===== src/sres_map_cfg.svh =====
// Address map, field positions and codes of the sensor result registers.
// Assumes 16-bit register addresses as seen by the external bus master.
`ifndef SRES_MAP_CFG_SVH
`define SRES_MAP_CFG_SVH

// Block base addresses and the span that this block answers.
`define SRES_WIDE_BASE    16'h00C8
`define SRES_WIDE_FIRST   16'h00D7
`define SRES_WIDE_LAST    16'h00DF
`define SRES_SETUP_ADDR   16'h0191
`define SRES_NARROW_BASE  16'h09C4
`define SRES_NARROW_LAST  16'h09D4

// Word offsets inside the 32-bit result block.
`define SRES_W_VAL7_LO    5'h0F
`define SRES_W_VAL7_HI    5'h10
`define SRES_W_RATE_LO    5'h11
`define SRES_W_RATE_HI    5'h12
`define SRES_W_SEC_LO     5'h13
`define SRES_W_SEC_HI     5'h14
`define SRES_W_USEC_LO    5'h15
`define SRES_W_USEC_HI    5'h16
`define SRES_W_SPARE      5'h17

// Word offsets inside the 16-bit result block.
`define SRES_N_STATUS     5'h00
`define SRES_N_QUALITY    5'h01
`define SRES_N_OUTPUTS    5'h02
`define SRES_N_VAL_FIRST  5'h03
`define SRES_N_VAL_LAST   5'h09
`define SRES_N_RATE       5'h0A
`define SRES_N_SEC_LO     5'h0B
`define SRES_N_SEC_HI     5'h0C
`define SRES_N_USEC_LO    5'h0D
`define SRES_N_USEC_HI    5'h0E
`define SRES_N_SPARE_A    5'h0F
`define SRES_N_SPARE_B    5'h10

// Status word and output byte bit positions.
`define SRES_ST_PARAM     0
`define SRES_ST_SYNC      1
`define SRES_ST_VALID     2
`define SRES_ST_ALARM     3
`define SRES_OUT_BIN1     0
`define SRES_OUT_BIN2     1

// Signal quality codes.
`define SRES_Q_GOOD       2'h0
`define SRES_Q_WEAK       2'h1
`define SRES_Q_NONE       2'h2

// Answer codes of the access port.
`define SRES_EXC_OK       8'h00
`define SRES_EXC_FUNC     8'h01
`define SRES_EXC_ADDR     8'h02

// Reset values.
`define SRES_ZERO16       16'h0000
`define SRES_ZERO32       32'h0000_0000

`endif


===== src/sres_pkg.sv =====
// Types shared by the sensor result register map.
// Constants live in sres_map_cfg.svh.
package sres_pkg;

  typedef enum logic [1:0] {
    SRES_RGN_NONE,
    SRES_RGN_WIDE,
    SRES_RGN_SETUP,
    SRES_RGN_NARROW
  } sres_region_e;

  typedef enum logic {
    SRES_IDLE,
    SRES_LOOKUP
  } sres_state_e;

  typedef logic [15:0] sres_word_t;

endpackage


===== src/sres_decode.sv =====
// Address decoder of the sensor result register map.
// Assumes a 16-bit register address; purely combinational.
`timescale 1ns/10ps
`include "sres_map_cfg.svh"

module sres_decode (
  // Register address
  input  wire logic [15:0]          addr_i,
  // Decoded region and word offset
  output sres_pkg::sres_region_e    region_o,
  output logic [4:0]                offset_o
);
  import sres_pkg::*;

  logic [15:0] wide_off;
  logic [15:0] narrow_off;

  assign wide_off   = addr_i - `SRES_WIDE_BASE;
  assign narrow_off = addr_i - `SRES_NARROW_BASE;

  // Only the tail of the 32-bit block is served here; its head is not
  // part of this block and answers as an unknown address.
  always_comb begin
    region_o = SRES_RGN_NONE;
    offset_o = 5'h00;
    if (addr_i >= `SRES_WIDE_FIRST && addr_i <= `SRES_WIDE_LAST) begin
      region_o = SRES_RGN_WIDE;
      offset_o = wide_off[4:0];
    end else if (addr_i == `SRES_SETUP_ADDR) begin
      region_o = SRES_RGN_SETUP;
    end else if (addr_i >= `SRES_NARROW_BASE &&
                 addr_i <= `SRES_NARROW_LAST) begin
      region_o = SRES_RGN_NARROW;
      offset_o = narrow_off[4:0];
    end
  end

endmodule // sres_decode


===== src/sres_regmap.sv =====
// Read-only result register map of a profile sensor.
// Assumes the measurement core runs on core_clk_i and offers a coherent
// set of results together with a one-cycle load strobe.
`timescale 1ns/10ps
`include "sres_map_cfg.svh"

// Function
// - Status word: mode, sync, valid, alarm bits.
// - Quality reads 0 good, 1 weak, 2 none.
// - Output byte mirrors binary outputs one, two.
// - Seven values, signed, times 100, offsets 3-9.
// - Rate in tenths of hertz at offset 10.
// - Seconds stamp, low at 11, high 12.
// - Microseconds stamp at 13, 14; spares 15, 16.
// - Wide block value seven float at 15, 16.
// - Wide rate, stamps at 17-22, 23 reserved.
module sres_regmap #(
  parameter int NUM_VALUES = 7
) (
  // Clock and reset
  input  wire logic                       core_clk_i,
  input  wire logic                       rstn_i,
  // Register access port
  input  wire logic                       acc_req_i,
  input  wire logic                       acc_write_i,
  input  wire logic [15:0]                acc_addr_i,
  output logic                            acc_busy_o,
  output logic                            acc_ack_o,
  output sres_pkg::sres_word_t            acc_rdata_o,
  output logic                            acc_err_o,
  output logic [7:0]                      acc_exc_o,
  // Result capture control
  input  wire logic                       res_load_i,
  input  wire logic                       res_hold_i,
  output logic                            res_pending_o,
  // Result status from the measurement core
  input  wire logic                       res_param_mode_i,
  input  wire logic                       res_time_sync_i,
  input  wire logic                       res_valid_i,
  input  wire logic                       res_alarm_i,
  input  wire logic [1:0]                 res_quality_i,
  input  wire logic                       res_bin_out1_i,
  input  wire logic                       res_bin_out2_i,
  // Result values from the measurement core
  input  wire logic [NUM_VALUES-1:0][15:0] res_scaled_i,
  input  wire logic [31:0]                res_value7_float_i,
  input  wire logic [31:0]                res_rate_float_i,
  input  wire logic [15:0]                res_rate_tenths_i,
  input  wire logic [31:0]                res_stamp_sec_i,
  input  wire logic [31:0]                res_stamp_usec_i,
  input  wire logic [7:0]                 res_setup_num_i
);
  import sres_pkg::*;

  generate
    if (NUM_VALUES < 1 || NUM_VALUES > 7) begin : g_bad_num
      $error("NUM_VALUES must lie between 1 and 7");
    end
  endgenerate

  // Snapshot of the latest results.
  logic                          st_param_reg;
  logic                          st_sync_reg;
  logic                          st_valid_reg;
  logic                          st_alarm_reg;
  logic [1:0]                    quality_reg;
  logic                          bin1_reg;
  logic                          bin2_reg;
  logic [NUM_VALUES-1:0][15:0]   scaled_reg;
  logic [31:0]                   val7_float_reg;
  logic [31:0]                   rate_float_reg;
  logic [15:0]                   rate_tenths_reg;
  logic [31:0]                   sec_reg;
  logic [31:0]                   usec_reg;
  logic [7:0]                    setup_reg;
  logic                          pending_reg;

  // Access port state.
  sres_state_e                   state_reg;
  logic [15:0]                   addr_reg;
  logic                          write_reg;
  logic                          busy_reg;
  logic                          ack_reg;
  logic                          err_reg;
  logic [7:0]                    exc_reg;
  sres_word_t                    rdata_reg;

  // Decoder results and read multiplexer.
  sres_region_e                  region;
  logic [4:0]                    offset;
  sres_word_t                    rdata_next;
  logic [7:0]                    exc_next;
  logic                          take;
  logic                          capture;
  logic [4:0]                    val_idx;

  // A load that meets the hold is deferred, not dropped, so a master
  // reading several words in one frame never sees a mixed set.
  assign take    = (state_reg == SRES_IDLE) && acc_req_i;
  assign capture = !res_hold_i && (res_load_i || pending_reg);
  assign val_idx = offset - `SRES_N_VAL_FIRST;

  sres_decode u_decode (
    .addr_i   (addr_reg),
    .region_o (region),
    .offset_o (offset)
  );

  always_ff @(posedge core_clk_i) begin
    if (!rstn_i) begin
      pending_reg <= 1'b0;
    end else if (res_hold_i && res_load_i) begin
      pending_reg <= 1'b1;
    end else if (capture) begin
      pending_reg <= 1'b0;
    end
  end

  // Status flags, quality and outputs.
  always_ff @(posedge core_clk_i) begin
    if (!rstn_i) begin
      st_param_reg <= 1'b0;
      st_sync_reg  <= 1'b0;
      st_valid_reg <= 1'b0;
      st_alarm_reg <= 1'b0;
      quality_reg  <= `SRES_Q_NONE;
      bin1_reg     <= 1'b0;
      bin2_reg     <= 1'b0;
    end else if (capture) begin
      st_param_reg <= res_param_mode_i;
      st_sync_reg  <= res_time_sync_i;
      st_valid_reg <= res_valid_i;
      st_alarm_reg <= res_alarm_i;
      // An undefined code from the core is shown as no signal, the
      // safest reading for a master that trusts the value.
      if (res_quality_i == `SRES_Q_GOOD ||
          res_quality_i == `SRES_Q_WEAK) begin
        quality_reg <= res_quality_i;
      end else begin
        quality_reg <= `SRES_Q_NONE;
      end
      bin1_reg     <= res_bin_out1_i;
      bin2_reg     <= res_bin_out2_i;
    end
  end

  // Scaled 16-bit measured values, one register per value.
  genvar gi;
  generate
    for (gi = 0; gi < NUM_VALUES; gi++) begin : g_val
      always_ff @(posedge core_clk_i) begin
        if (!rstn_i) begin
          scaled_reg[gi] <= `SRES_ZERO16;
        end else if (capture) begin
          scaled_reg[gi] <= res_scaled_i[gi];
        end
      end
    end
  endgenerate

  // Wide values, rate and time stamps.
  always_ff @(posedge core_clk_i) begin
    if (!rstn_i) begin
      val7_float_reg  <= `SRES_ZERO32;
      rate_float_reg  <= `SRES_ZERO32;
      rate_tenths_reg <= `SRES_ZERO16;
      sec_reg         <= `SRES_ZERO32;
      usec_reg        <= `SRES_ZERO32;
    end else if (capture) begin
      val7_float_reg  <= res_value7_float_i;
      rate_float_reg  <= res_rate_float_i;
      rate_tenths_reg <= res_rate_tenths_i;
      sec_reg         <= res_stamp_sec_i;
      usec_reg        <= res_stamp_usec_i;
    end
  end

  // The setup number follows the same snapshot as the results it made.
  always_ff @(posedge core_clk_i) begin
    if (!rstn_i) begin
      setup_reg <= 8'h00;
    end else if (capture) begin
      setup_reg <= res_setup_num_i;
    end
  end

  // Read multiplexer over the latched address.
  always_comb begin
    rdata_next = `SRES_ZERO16;
    exc_next   = `SRES_EXC_OK;
    case (region)
      SRES_RGN_WIDE: begin
        case (offset)
          `SRES_W_VAL7_LO: rdata_next = val7_float_reg[15:0];
          `SRES_W_VAL7_HI: rdata_next = val7_float_reg[31:16];
          `SRES_W_RATE_LO: rdata_next = rate_float_reg[15:0];
          `SRES_W_RATE_HI: rdata_next = rate_float_reg[31:16];
          `SRES_W_SEC_LO:  rdata_next = sec_reg[15:0];
          `SRES_W_SEC_HI:  rdata_next = sec_reg[31:16];
          `SRES_W_USEC_LO: rdata_next = usec_reg[15:0];
          `SRES_W_USEC_HI: rdata_next = usec_reg[31:16];
          default:         rdata_next = `SRES_ZERO16;
        endcase
      end
      SRES_RGN_SETUP: begin
        rdata_next = {8'h00, setup_reg};
      end
      SRES_RGN_NARROW: begin
        case (offset)
          `SRES_N_STATUS: begin
            rdata_next[`SRES_ST_PARAM] = st_param_reg;
            rdata_next[`SRES_ST_SYNC]  = st_sync_reg;
            rdata_next[`SRES_ST_VALID] = st_valid_reg;
            rdata_next[`SRES_ST_ALARM] = st_alarm_reg;
          end
          `SRES_N_QUALITY: rdata_next = {14'h0000, quality_reg};
          `SRES_N_OUTPUTS: begin
            rdata_next[`SRES_OUT_BIN1] = bin1_reg;
            rdata_next[`SRES_OUT_BIN2] = bin2_reg;
          end
          `SRES_N_RATE:    rdata_next = rate_tenths_reg;
          `SRES_N_SEC_LO:  rdata_next = sec_reg[15:0];
          `SRES_N_SEC_HI:  rdata_next = sec_reg[31:16];
          `SRES_N_USEC_LO: rdata_next = usec_reg[15:0];
          `SRES_N_USEC_HI: rdata_next = usec_reg[31:16];
          `SRES_N_SPARE_A: rdata_next = `SRES_ZERO16;
          `SRES_N_SPARE_B: rdata_next = `SRES_ZERO16;
          default: begin
            // Value slots beyond NUM_VALUES read as zero.
            if (offset >= `SRES_N_VAL_FIRST &&
                offset <= `SRES_N_VAL_LAST &&
                val_idx < 5'(NUM_VALUES)) begin
              rdata_next = scaled_reg[val_idx[2:0]];
            end
          end
        endcase
      end
      default: begin
        exc_next = `SRES_EXC_ADDR;
      end
    endcase
    // A write is refused even at a known address; the snapshot
    // registers have no write path at all.
    if (write_reg && region != SRES_RGN_NONE) begin
      exc_next   = `SRES_EXC_FUNC;
    end
    if (exc_next != `SRES_EXC_OK) begin
      rdata_next = `SRES_ZERO16;
    end
  end

  // Access sequencing: take, look up, answer with a one-cycle ack.
  always_ff @(posedge core_clk_i) begin
    if (!rstn_i) begin
      state_reg <= SRES_IDLE;
      addr_reg  <= 16'h0000;
      write_reg <= 1'b0;
      busy_reg  <= 1'b0;
    end else begin
      case (state_reg)
        SRES_IDLE: begin
          if (take) begin
            addr_reg  <= acc_addr_i;
            write_reg <= acc_write_i;
            busy_reg  <= 1'b1;
            state_reg <= SRES_LOOKUP;
          end
        end
        SRES_LOOKUP: begin
          busy_reg  <= 1'b0;
          state_reg <= SRES_IDLE;
        end
        default: begin
          busy_reg  <= 1'b0;
          state_reg <= SRES_IDLE;
        end
      endcase
    end
  end

  always_ff @(posedge core_clk_i) begin
    if (!rstn_i) begin
      ack_reg   <= 1'b0;
      err_reg   <= 1'b0;
      exc_reg   <= `SRES_EXC_OK;
      rdata_reg <= `SRES_ZERO16;
    end else if (state_reg == SRES_LOOKUP) begin
      ack_reg   <= 1'b1;
      err_reg   <= (exc_next != `SRES_EXC_OK);
      exc_reg   <= exc_next;
      rdata_reg <= rdata_next;
    end else begin
      ack_reg   <= 1'b0;
    end
  end

  assign acc_busy_o    = busy_reg;
  assign acc_ack_o     = ack_reg;
  assign acc_err_o     = err_reg;
  assign acc_exc_o     = exc_reg;
  assign acc_rdata_o   = rdata_reg;
  assign res_pending_o = pending_reg;

endmodule // sres_regmap


===== config.mk =====
export PLATFORM = sky130hd
export DESIGN_NAME = sres_regmap
export DESIGN_NICKNAME = d
export VERILOG_FILES = /design/src/sres_pkg.sv /design/src/sres_decode.sv /design/src/sres_regmap.sv
export VERILOG_INCLUDE_DIRS = /design/src
export SDC_FILE = /design/constraint.sdc
export NUM_CORES = 1
export LEC_CHECK = 0
export ABC_AREA = 1
export BUFFER_PORTS_ARGS = -buffer_cell sky130_fd_sc_hd__buf_2
export CAP_MARGIN = 15
export CELL_PAD_IN_SITES_DETAIL_PLACEMENT = 1
export CELL_PAD_IN_SITES_GLOBAL_PLACEMENT = 1
export CORE_ASPECT_RATIO = 0.75
export CORE_MARGIN = 5
export CORE_UTILIZATION = 30
export DETAILED_ROUTE_END_ITERATION = 12
export GPL_TIMING_DRIVEN = 0
export MAX_ROUTING_LAYER = met4
export PLACE_DENSITY = 0.67
export SLEW_MARGIN = 20
export SYNTH_ARGS = -nofsm -noshare
export SYNTH_HDL_FRONTEND = slang
export SYNTH_SLANG_ARGS = --single-unit

===== constraint.sdc =====
create_clock -name core_clk_i -period 8.1 [get_ports core_clk_i]
set_clock_uncertainty 0.05 [all_clocks]
set_input_delay 0.81 -clock core_clk_i [delete_from_list [all_inputs] [get_ports core_clk_i]]
set_output_delay 0.81 -clock core_clk_i [all_outputs]
set_load 0.02 [all_outputs]

==> results.json, run 1 <==
{
  "cp-end-kind": "flop",
  "areaGrowthSynthToFinish_pct": 24.4,
  "drtIter0Drc": 1294,
  "routedWlPerCell_um": 22.6,
  "io_pins": 322,
  "cts_inserted_buffers": 36,
  "synth_cell_types": 38,
  "period_share": 0.612,
  "synth.most_common_cell": "nor2_1",
  "synth_area_per_cell_um2": 6.67,
  "synth_commonest_cells": "nor2_1 (501), nand2_1 (366), o21ai_0 (327)",
  "wl_um": 72700,
  "cts_htree_levels": 2,
  "hold_buffers": 0,
  "cts_buffer_depth": 3,
  "rsz0062_at_grt": "no",
  "crit_cells": 27,
  "fp.dieH_um": 201,
  "initial_core_util": 0.301,
  "root_buffer": "clkbuf_16",
  "hpwl_um": 58700,
  "power_switching_mw": 1.02,
  "cp_data_required_time_ps": 8520,
  "crit_top_cell": "nand2_1",
  "cts_sinks": 312,
  "grt_pass1_vias": 16100,
  "reg2reg_depth": 27,
  "max_cap_violations": 0,
  "cts_tree": "built",
  "async_flop_share": 0,
  "fin_setup_tns_ps": 0,
  "arrival_ps": 5390,
  "worstSkewPairLatency_ps": 550,
  "synth_cells": 2186,
  "cts_resized": 0,
  "hold_slack_ps": 406,
  "pwr-share-clk": 0.434,
  "firstDrtPassIters": 5,
  "final_layout_size_suffix_gt1_frac": 0.175,
  "yosysWarnings": 0,
  "power_frac_seq": 0.458,
  "worstSetupPathType": "flop to flop",
  "max_freq_ghz": 0.202,
  "grt_use_met2": 0.366,
  "post_cts_buffers": 0,
  "powerDensity_nw_per_um2": 208,
  "grt_pass1_wl_um": 105000,
  "grt_antenna_before_repair": 2,
  "outcome": "finished, final reports clean",
  "dieArea_um2": 53100,
  "grt_busiest_layer": "met1",
  "grt_max_degree": 13,
  "synth_edf_count": 0,
  "synth.largest_area_cell": "dfxtp_1",
  "postRouteAntennaNets": 0,
  "overflow": 0,
  "total_power_mw": 3.76,
  "p_sw_frac": 0.272,
  "leakagePower_nw": 8.41,
  "grtUsageMet3": 0.0537,
  "portBuffers": 315,
  "slew_headroom": 0.246,
  "min_period_ps": 4960,
  "synth-seq-cells": 312,
  "cp_num_buf_inv": 9,
  "drcViolationCount": 0,
  "syn_area_um2": 14600,
  "gr-usage-all-layers": 0.267,
  "worstSetupStartpointType": "flop",
  "grtUsageMet1": 0.409,
  "vdd_ir_drop_max_mv": 0.116,
  "synth_top_area_frac": 0.429,
  "tightest_slew_ps": 1130,
  "hold_depth": 2,
  "largest_reg_flops": 112,
  "setup_violations": 0,
  "slowest_delay_ps": 550,
  "critPathSlowestCell": "a21oi_1",
  "via_per_inst": 5.07,
  "layout.nets": 2845,
  "ys_top_cells_by_area": "dfxtp_1 (43%), nor2_1 (13%), o21ai_0 (11%)",
  "std_cell_rows": 70,
  "drv_slew": 0,
  "die_x_um": 264,
  "cts.clk_slew.worst_paths_ps": 60,
  "via_count": 16300,
  "crit_path_max_fanout": 11,
  "fp.coreArea_um2": 48400,
  "comb_power_share": 0.109,
  "finalHoldViolations": 0,
  "gp_congestion": 0.970,
  "seq_area_frac_synth": 0.429,
  "synthFlopType": "dfxtp_1",
  "hold_class": "flop to flop",
  "intPower_mw": 2.74,
  "cpLargestDelayFamily": "buffers and inverters"
}
[power by group through the flow]
stage | logic [mW] | registers [mW] | clock network [mW]
finish | 0.409 | 1.72 | 1.63
global route | 0.456 | 1.73 | 1.72
CTS | 0.407 | 1.72 | 1.66
detailed placement | 0.405 | 1.75 | 0
global placement | 0.392 | 1.75 | 0
floorplan | 0.214 | 1.72 | 0
[kinds of logic (layout without fill, tap and decap cells)]
kind of cell             Yosys count  in the layout  synth area share
flip-flops                       312            312             0.429
adder cells (fa/ha/maj)            7              7           0.00601
AND/OR/NAND/NOR                 1076           1076             0.307
XOR/XNOR                           1              1          0.000601
AO/OA/AOI/OAI                    503            503             0.175
buffers and inverters            286            660            0.0820
other                              1              8          0.000257
[tightest hold or removal path, cell delays in order (launching register included)]
cell and delay [ps]:
dfxtp_1 300, inv_1 60, a21oi_1 50
[cell usage in the layout, fill, tap and decap left out, drive strengths merged, types with 2 or more instances in the layout]
cell	instances
nor2	517
nand2	378
buf	365
o21ai	337
dfxtp	312
nand3	157
clkbuf	152
a21oi	150
inv	135
nand4	17
o22ai	8
ha	7
conb	6
clkinv	4
o211ai	3
diode	2
nor4	2
nand3b	2
nor3	2
clkinvlp	2
bufinv	2
[stage by stage]
| step | util | cells | setup WS, ps | instance area [µm²] |
|---|---|---|---|---|
| after floorplan | - | 2191 | 4690 | 14600 |
| after global placement | 0.351 | 3154 | 3390 | 17000 |
| after detailed placement | 0.351 | 3154 | 3270 | 17000 |
| after CTS | 0.374 | 3213 | 3230 | 18100 |
| after global routing | 0.374 | 3215 | 2840 | 18100 |
| final | 0.374 | 3215 | 3140 | 18100 |
[layer usage]
layer	vias up	wire, µm	share of wire
li1	7784	-	-
met4	0	996	0.014
met1	7923	37200	0.51
met5	-	0	0
met2	526	29100	0.40
met3	65	5350	0.074
[area by class of cell]
class	instances	area [µm²]
Clock buffer	51	1040
Fill cell	6255	30300
Clock inverter	8	98.8
Multi-Input combinational cell	1593	7150
Timing Repair Buffer	315	1580
Antenna cell	2	5.00
Buffer	151	684
Tap cell	648	811
Inverter	135	512
Sequential cell	312	6250
[worst paths after layout]
path	startpoint	endpoint	slack (ps)
setup / recovery	addr_reg[0]$_SDFFE_PN0P_	acc_rdata_o[10]$_SDFFE_PN0P_	3140
hold / removal	scaled_reg[18]$_SDFFE_PN0P_	scaled_reg[18]$_SDFFE_PN0P_	410
setup reg to reg	addr_reg[0]$_SDFFE_PN0P_	acc_rdata_o[10]$_SDFFE_PN0P_	3140
hold reg to reg	scaled_reg[18]$_SDFFE_PN0P_	scaled_reg[18]$_SDFFE_PN0P_	410
No activity file was read; power rests on OpenSTA's default activity.
==> run 2: changes to the inputs <==
Settings changed: PLACE_DENSITY 0.67 to 0.69.
Clock period 8.1 ns to 4.2 ns, I/O delays scaled along.
==> run 2 against run 1 <==
Net effect: maximum frequency rose by 23%; sequential share of layout area is 0.51 points lower; critical path depth decreased by 6; core utilization rose by 0.57 points; largest cell class unchanged.
==> results.json, run 2 (same netlist as run 1, synthesis figures left out) <==
{
  "areaGrowthSynthToFinish_pct": 26.3,
  "gp_congestion": 0.949,
  "final_layout_size_suffix_gt1_frac": 0.190,
  "root_buffer": "clkbuf_16",
  "wl_um": 71800,
  "hpwl_um": 58100,
  "arrival_ps": 4410,
  "fin_setup_tns_ps": 0,
  "power_frac_seq": 0.454,
  "grt_antenna_before_repair": 2,
  "std_cell_rows": 70,
  "cts_inserted_buffers": 35,
  "grt_pass1_vias": 16400,
  "timing.rr.end": "acc_rdata_o[7]$_SDFFE_PN0P_",
  "overflow": 0,
  "reg2reg_depth": 21,
  "largest_reg_flops": 112,
  "min_period_ps": 4030,
  "r2r_start": "addr_reg[3]$_SDFFE_PN0P_",
  "grt_pass1_wl_um": 105000,
  "drtIter0Drc": 1323,
  "portBuffers": 315,
  "hold_class": "primary input to flop",
  "layout_common_cells": "nor2_1 (497), nand2_1 (364), buf_2 (335), o21ai_0 (326), dfxtp_1 (311)",
  "cts_sinks": 312,
  "n_fill_cell": 6257,
  "max_cap_violations": 0,
  "cts_htree_levels": 2,
  "finalHoldViolations": 0,
  "crit_top_cell": "nand2_1",
  "comb_power_share": 0.108,
  "intPower_mw": 5.28,
  "slew_headroom": 0.190,
  "total_power_mw": 7.31,
  "fp.coreArea_um2": 48400,
  "pwr-share-clk": 0.438,
  "slowest_delay_ps": 330,
  "crit_chain": "inv_2 -> ha_1 -> nand3_1 -> nand2_1 -> nand3_4 -> nand2_4 -> nand2_2 -> buf_6 -> buf_6 -> ha_1 -> inv_1 -> nor2_4 -> buf_2 -> nand3_1 -> nand2_1 -> nor2_1 -> nand3_2 -> a21oi_1 -> nand2_1 -> nand2_1 -> nand2_1",
  "leakagePower_nw": 8.55,
  "grt_max_degree": 14,
  "firstDrtPassIters": 5,
  "vdd_ir_drop_max_mv": 0.175,
  "outcome": "finished, final reports clean",
  "cts.clk_slew.worst_paths_ps": 60,
  "powerDensity_nw_per_um2": 397,
  "cts_tree": "built",
  "worstSetupStartpointType": "flop",
  "cp_data_required_time_ps": 4580,
  "routedWlPerCell_um": 22.3,
  "power_switching_mw": 2.02,
  "period_share": 0.959,
  "min_from": "acc_req_i",
  "drcViolationCount": 0,
  "io_pins": 322,
  "drv_slew": 0,
  "hold_buffers": 0,
  "cp-end-kind": "flop",
  "via_per_inst": 5.04,
  "setup_violations": 0,
  "hold_depth": 2,
  "die_x_um": 264,
  "gr-usage-all-layers": 0.266,
  "p_sw_frac": 0.277,
  "worstSkewPairLatency_ps": 540,
  "via_count": 16200,
  "worstSetupPathType": "flop to flop",
  "crit_path_max_fanout": 11,
  "max_freq_ghz": 0.248,
  "cts_buffer_depth": 3,
  "critPathSlowestCell": "dfxtp_1",
  "r2r_slack_ps": 170,
  "layout_commonest_cell": "nor2_1",
  "tightest_slew_ps": 1220,
  "layout.nets": 2846,
  "hold_path_end": "acc_busy_o$_SDFFE_PN0P_",
  "dieArea_um2": 53100,
  "postRouteAntennaNets": 0,
  "fp.dieH_um": 201,
  "initial_core_util": 0.301,
  "rsz0062_at_grt": "no"
}
-- run 2: cell count changes in the layout (fill, tap and decap cells not counted), sizes merged --
cell / previous run / this run
diode: 2 / 1
clkbuf: 152 / 157
inv: 135 / 136
clkinv: 4 / 8
buf: 365 / 362
clkinvlp: 2 / 1
-- run 2: area by class of cell --
cell class	count	area (µm²)	area share
buffer	150	719	0.0391
tap	648	811	0.0441
inverter	135	512	0.0278
sequential	312	6250	0.340
clock inverter	12	139	0.00755
timing repair buffer	318	1610	0.0876
multi-input combinational	1593	7330	0.398
clock buffer	51	1030	0.0558
antenna	1	2.50	0.000136
-- run 2: worst max-delay path by stage --
stage | slack, ps | startpoint | cells after the start | end
detailed placement | -570 | addr_reg[2]$_SDFFE_PN0P_ | 29 | acc_rdata_o[6]$_SDFFE_PN0P_
global route | 9 | addr_reg[0]$_SDFFE_PN0P_ | 22 | acc_rdata_o[14]$_SDFFE_PN0P_
global placement | -470 | addr_reg[2]$_SDFFE_PN0P_ | 29 | acc_rdata_o[13]$_SDFFE_PN0P_
CTS | 9 | addr_reg[3]$_SDFFE_PN0P_ | 25 | acc_rdata_o[7]$_SDFFE_PN0P_
finish | 170 | addr_reg[3]$_SDFFE_PN0P_ | 21 | acc_rdata_o[7]$_SDFFE_PN0P_
floorplan | 790 | addr_reg[2]$_SDFFE_PN0P_ | 29 | acc_rdata_o[4]$_SDFFE_PN0P_
-- run 2: what timing repair did --
item                       4_1_cts  5_1_grt
gates resized for setup         30       29
gates cloned                     0        0
setup endpoints to repair       16       16
pin swaps                        1        2
setup buffers                    0        3
-- run 2: power groups by stage --
stage                     clock (mW)  combinational [mW]  sequential [mW]
after global routing            3.37               0.884             3.33
final                           3.20               0.789             3.32
after floorplan                    0               0.414             3.31
after detailed placement           0               0.775             3.38
after global placement             0               0.754             3.37
after CTS                       3.25               0.784             3.31
-- run 2: critical path, delay by kind of cell, from the launching register on --
kind            cells  cell delay [ps]
flops               1              330
simple gates       13             2000
buf+inv             5              910
compound gates      1              180
fa+ha+maj           2              460
-- run 2: routing by layer --
| layer | GRT usage | share of wire | wire length, µm |
|---|---|---|---|
| met1 | 0.407 | 0.51 | 36500 |
| met2 | 0.370 | 0.40 | 29100 |
| met3 | 0.0565 | 0.077 | 5530 |
| met4 | 0.0310 | 0.011 | 760 |
| met5 | - | 0 | 0 |
-- run 2: stage by stage --
step,std cells,setup WS (ps),hold WS (ps),instance area [µm²],utilization
final,3220,172,43.9,18400,0.380
after global routing,3220,8.99,38.3,18400,0.380
after CTS,3216,8.99,24.5,18300,0.377
after detailed placement,3154,-567,384,17000,0.351
after global placement,3154,-474,389,17000,0.351
after floorplan,2191,794,370,14600,-
==> run 3: changes to the inputs <==
Settings changed: MAX_ROUTING_LAYER met4 to not set.
==> run 3 against run 2 <==
Net effect: worst hold slack better by 7.0 ps; sequential power about the same; clock-buffer cell count stayed put; critical path depth stayed put; global-route usage decreased by 0.90 points; sequential share of layout area up 0.072 points; wire length decreased by 0.45%; total power decreased by 1.3%; design area down 0.21%; critical endpoint is now acc_rdata_o[10]$_SDFFE_PN0P_; highest routed layer unchanged.
==> results.json, run 3 (same netlist as run 1, synthesis figures left out) <==
{
  "fp.coreArea_um2": 48400,
  "cts_htree_levels": 2,
  "layout_commonest_cell": "nor2_1",
  "finalHoldViolations": 0,
  "areaGrowthSynthToFinish_pct": 26.0,
  "max_freq_ghz": 0.249,
  "r2r_start": "addr_reg[0]$_SDFFE_PN0P_",
  "hold_buffers": 0,
  "leakagePower_nw": 8.56,
  "cp_data_required_time_ps": 4570,
  "worstSetupPathType": "flop to flop",
  "min_from": "res_load_i",
  "layout.nets": 2848,
  "drv_slew": 0,
  "tightest_slew_ps": 1200,
  "die_x_um": 264,
  "std_cell_rows": 70,
  "finalWorstSetupSlack_ps": 189,
  "utilization": 0.379,
  "dieArea_um2": 53100,
  "grt_antenna_before_repair": 2,
  "cts.clk_slew.worst_paths_ps": 60,
  "io_pins": 322,
  "root_buffer": "clkbuf_16",
  "hold_path_end": "res_pending_o$_SDFFE_PN0P_",
  "gp_congestion": 0.937,
  "max_cap_violations": 0,
  "initial_core_util": 0.301,
  "total_power_mw": 7.21,
  "firstDrtPassIters": 5,
  "dp_slack_ps": -586,
  "hold_class": "primary input to flop",
  "worstSkewPairLatency_ps": 540,
  "gr-usage-all-layers": 0.257,
  "fp.dieH_um": 201,
  "portBuffers": 315,
  "reg2reg_depth": 21,
  "hold_depth": 3,
  "timing.rr.end": "acc_rdata_o[10]$_SDFFE_PN0P_",
  "layout_common_cells": "nor2_1 (497), nand2_1 (364), buf_2 (337), o21ai_0 (326), dfxtp_1 (311)",
  "drtIter0Drc": 1212,
  "final_layout_size_suffix_gt1_frac": 0.191,
  "wl_um": 71500,
  "outcome": "finished, final reports clean",
  "via_count": 16300,
  "grt_pass1_wl_um": 105000,
  "cts_inserted_buffers": 35,
  "grt_max_degree": 14,
  "cp-end-kind": "flop",
  "powerDensity_nw_per_um2": 393,
  "cts_sinks": 312,
  "routedWlPerCell_um": 22.2,
  "arrival_ps": 4380,
  "worstSetupStartpointType": "flop",
  "cp-startpoint": "addr_reg[0]$_SDFFE_PN0P_",
  "hpwl_um": 58000,
  "largest_reg_flops": 112,
  "via_per_inst": 5.05,
  "postRouteAntennaNets": 0,
  "setup_violations": 0,
  "cts_buffer_depth": 3,
  "rsz0062_at_grt": "yes",
  "period_share": 0.955,
  "grt_pass1_vias": 16500,
  "min_period_ps": 4010,
  "crit_path_max_fanout": 11,
  "vdd_ir_drop_max_mv": 0.251,
  "drcViolationCount": 0,
  "cts_tree": "built",
  "overflow": 0,
  "r2r_slack_ps": 190,
  "slew_headroom": 0.203
}
-- run 3: worst max path at each step --
stage / slack, ps / endpoint
detailed placement: -590 / acc_rdata_o[11]$_SDFFE_PN0P_
global placement: -480 / acc_rdata_o[6]$_SDFFE_PN0P_
finish: 190 / acc_rdata_o[10]$_SDFFE_PN0P_
floorplan: 790 / acc_rdata_o[4]$_SDFFE_PN0P_
global route: -30 / acc_rdata_o[13]$_SDFFE_PN0P_
CTS: 2 / acc_rdata_o[8]$_SDFFE_PN0P_
-- run 3: layout make-up --
cell class	instances	area, µm²
Antenna cell	2	5.00
Multi-Input combinational cell	1593	7320
Sequential cell	312	6250
Inverter	135	512
Tap cell	648	811
Timing Repair Buffer	320	1610
Buffer	150	711
Fill cell	6247	30100
Clock inverter	10	96.3
Clock buffer	51	1050
-- run 3: worst max-delay path, cell delays in order (launching register included) --
cell and delay (ps):
dfxtp_1 290, clkbuf_4 220, inv_2 160, nand3_1 180, nand2_1 220, nand3_4 160
nand2_4 160, nand2_2 100, buf_4 200, buf_6 160, ha_1 250, inv_1 220
nor2_4 120, buf_2 250, nand3_1 130, nand2_1 100, a21oi_1 400, nand3_1 160
nand2_1 90, nand2_1 110, nand2_1 90, nand2_1 50
-- run 3: per-stage QoR --
stage	setup TNS (ps)	hold WS (ps)	cell area, µm²	cells
finish	0	51.0	18400	3221
global route	-89.8	52.0	18400	3219
CTS	0	29.8	18200	3214
detailed placement	-7290	386	17000	3154
global placement	-6020	388	17000	3154
floorplan	0	370	14600	2191
-- run 3: report_power, final --
group	switching, mW	internal, mW
combinational	0.516	0.272
clock	1.31	1.80
sequential	0.145	3.17
-- run 3: per-layer routing --
metal  vias up  wire [µm]  GRT usage
met5         -          0          0
met4         0       1050     0.0412
met3        62       5730     0.0613
met2       497      28900      0.369
met1      7932      35800      0.397
li1       7788          -          -
-- run 3: timing repair --
item                       CTS  global route
setup endpoints to repair   16            16
pin swaps                    0             3
setup buffers                0             5
resized for setup           28            26
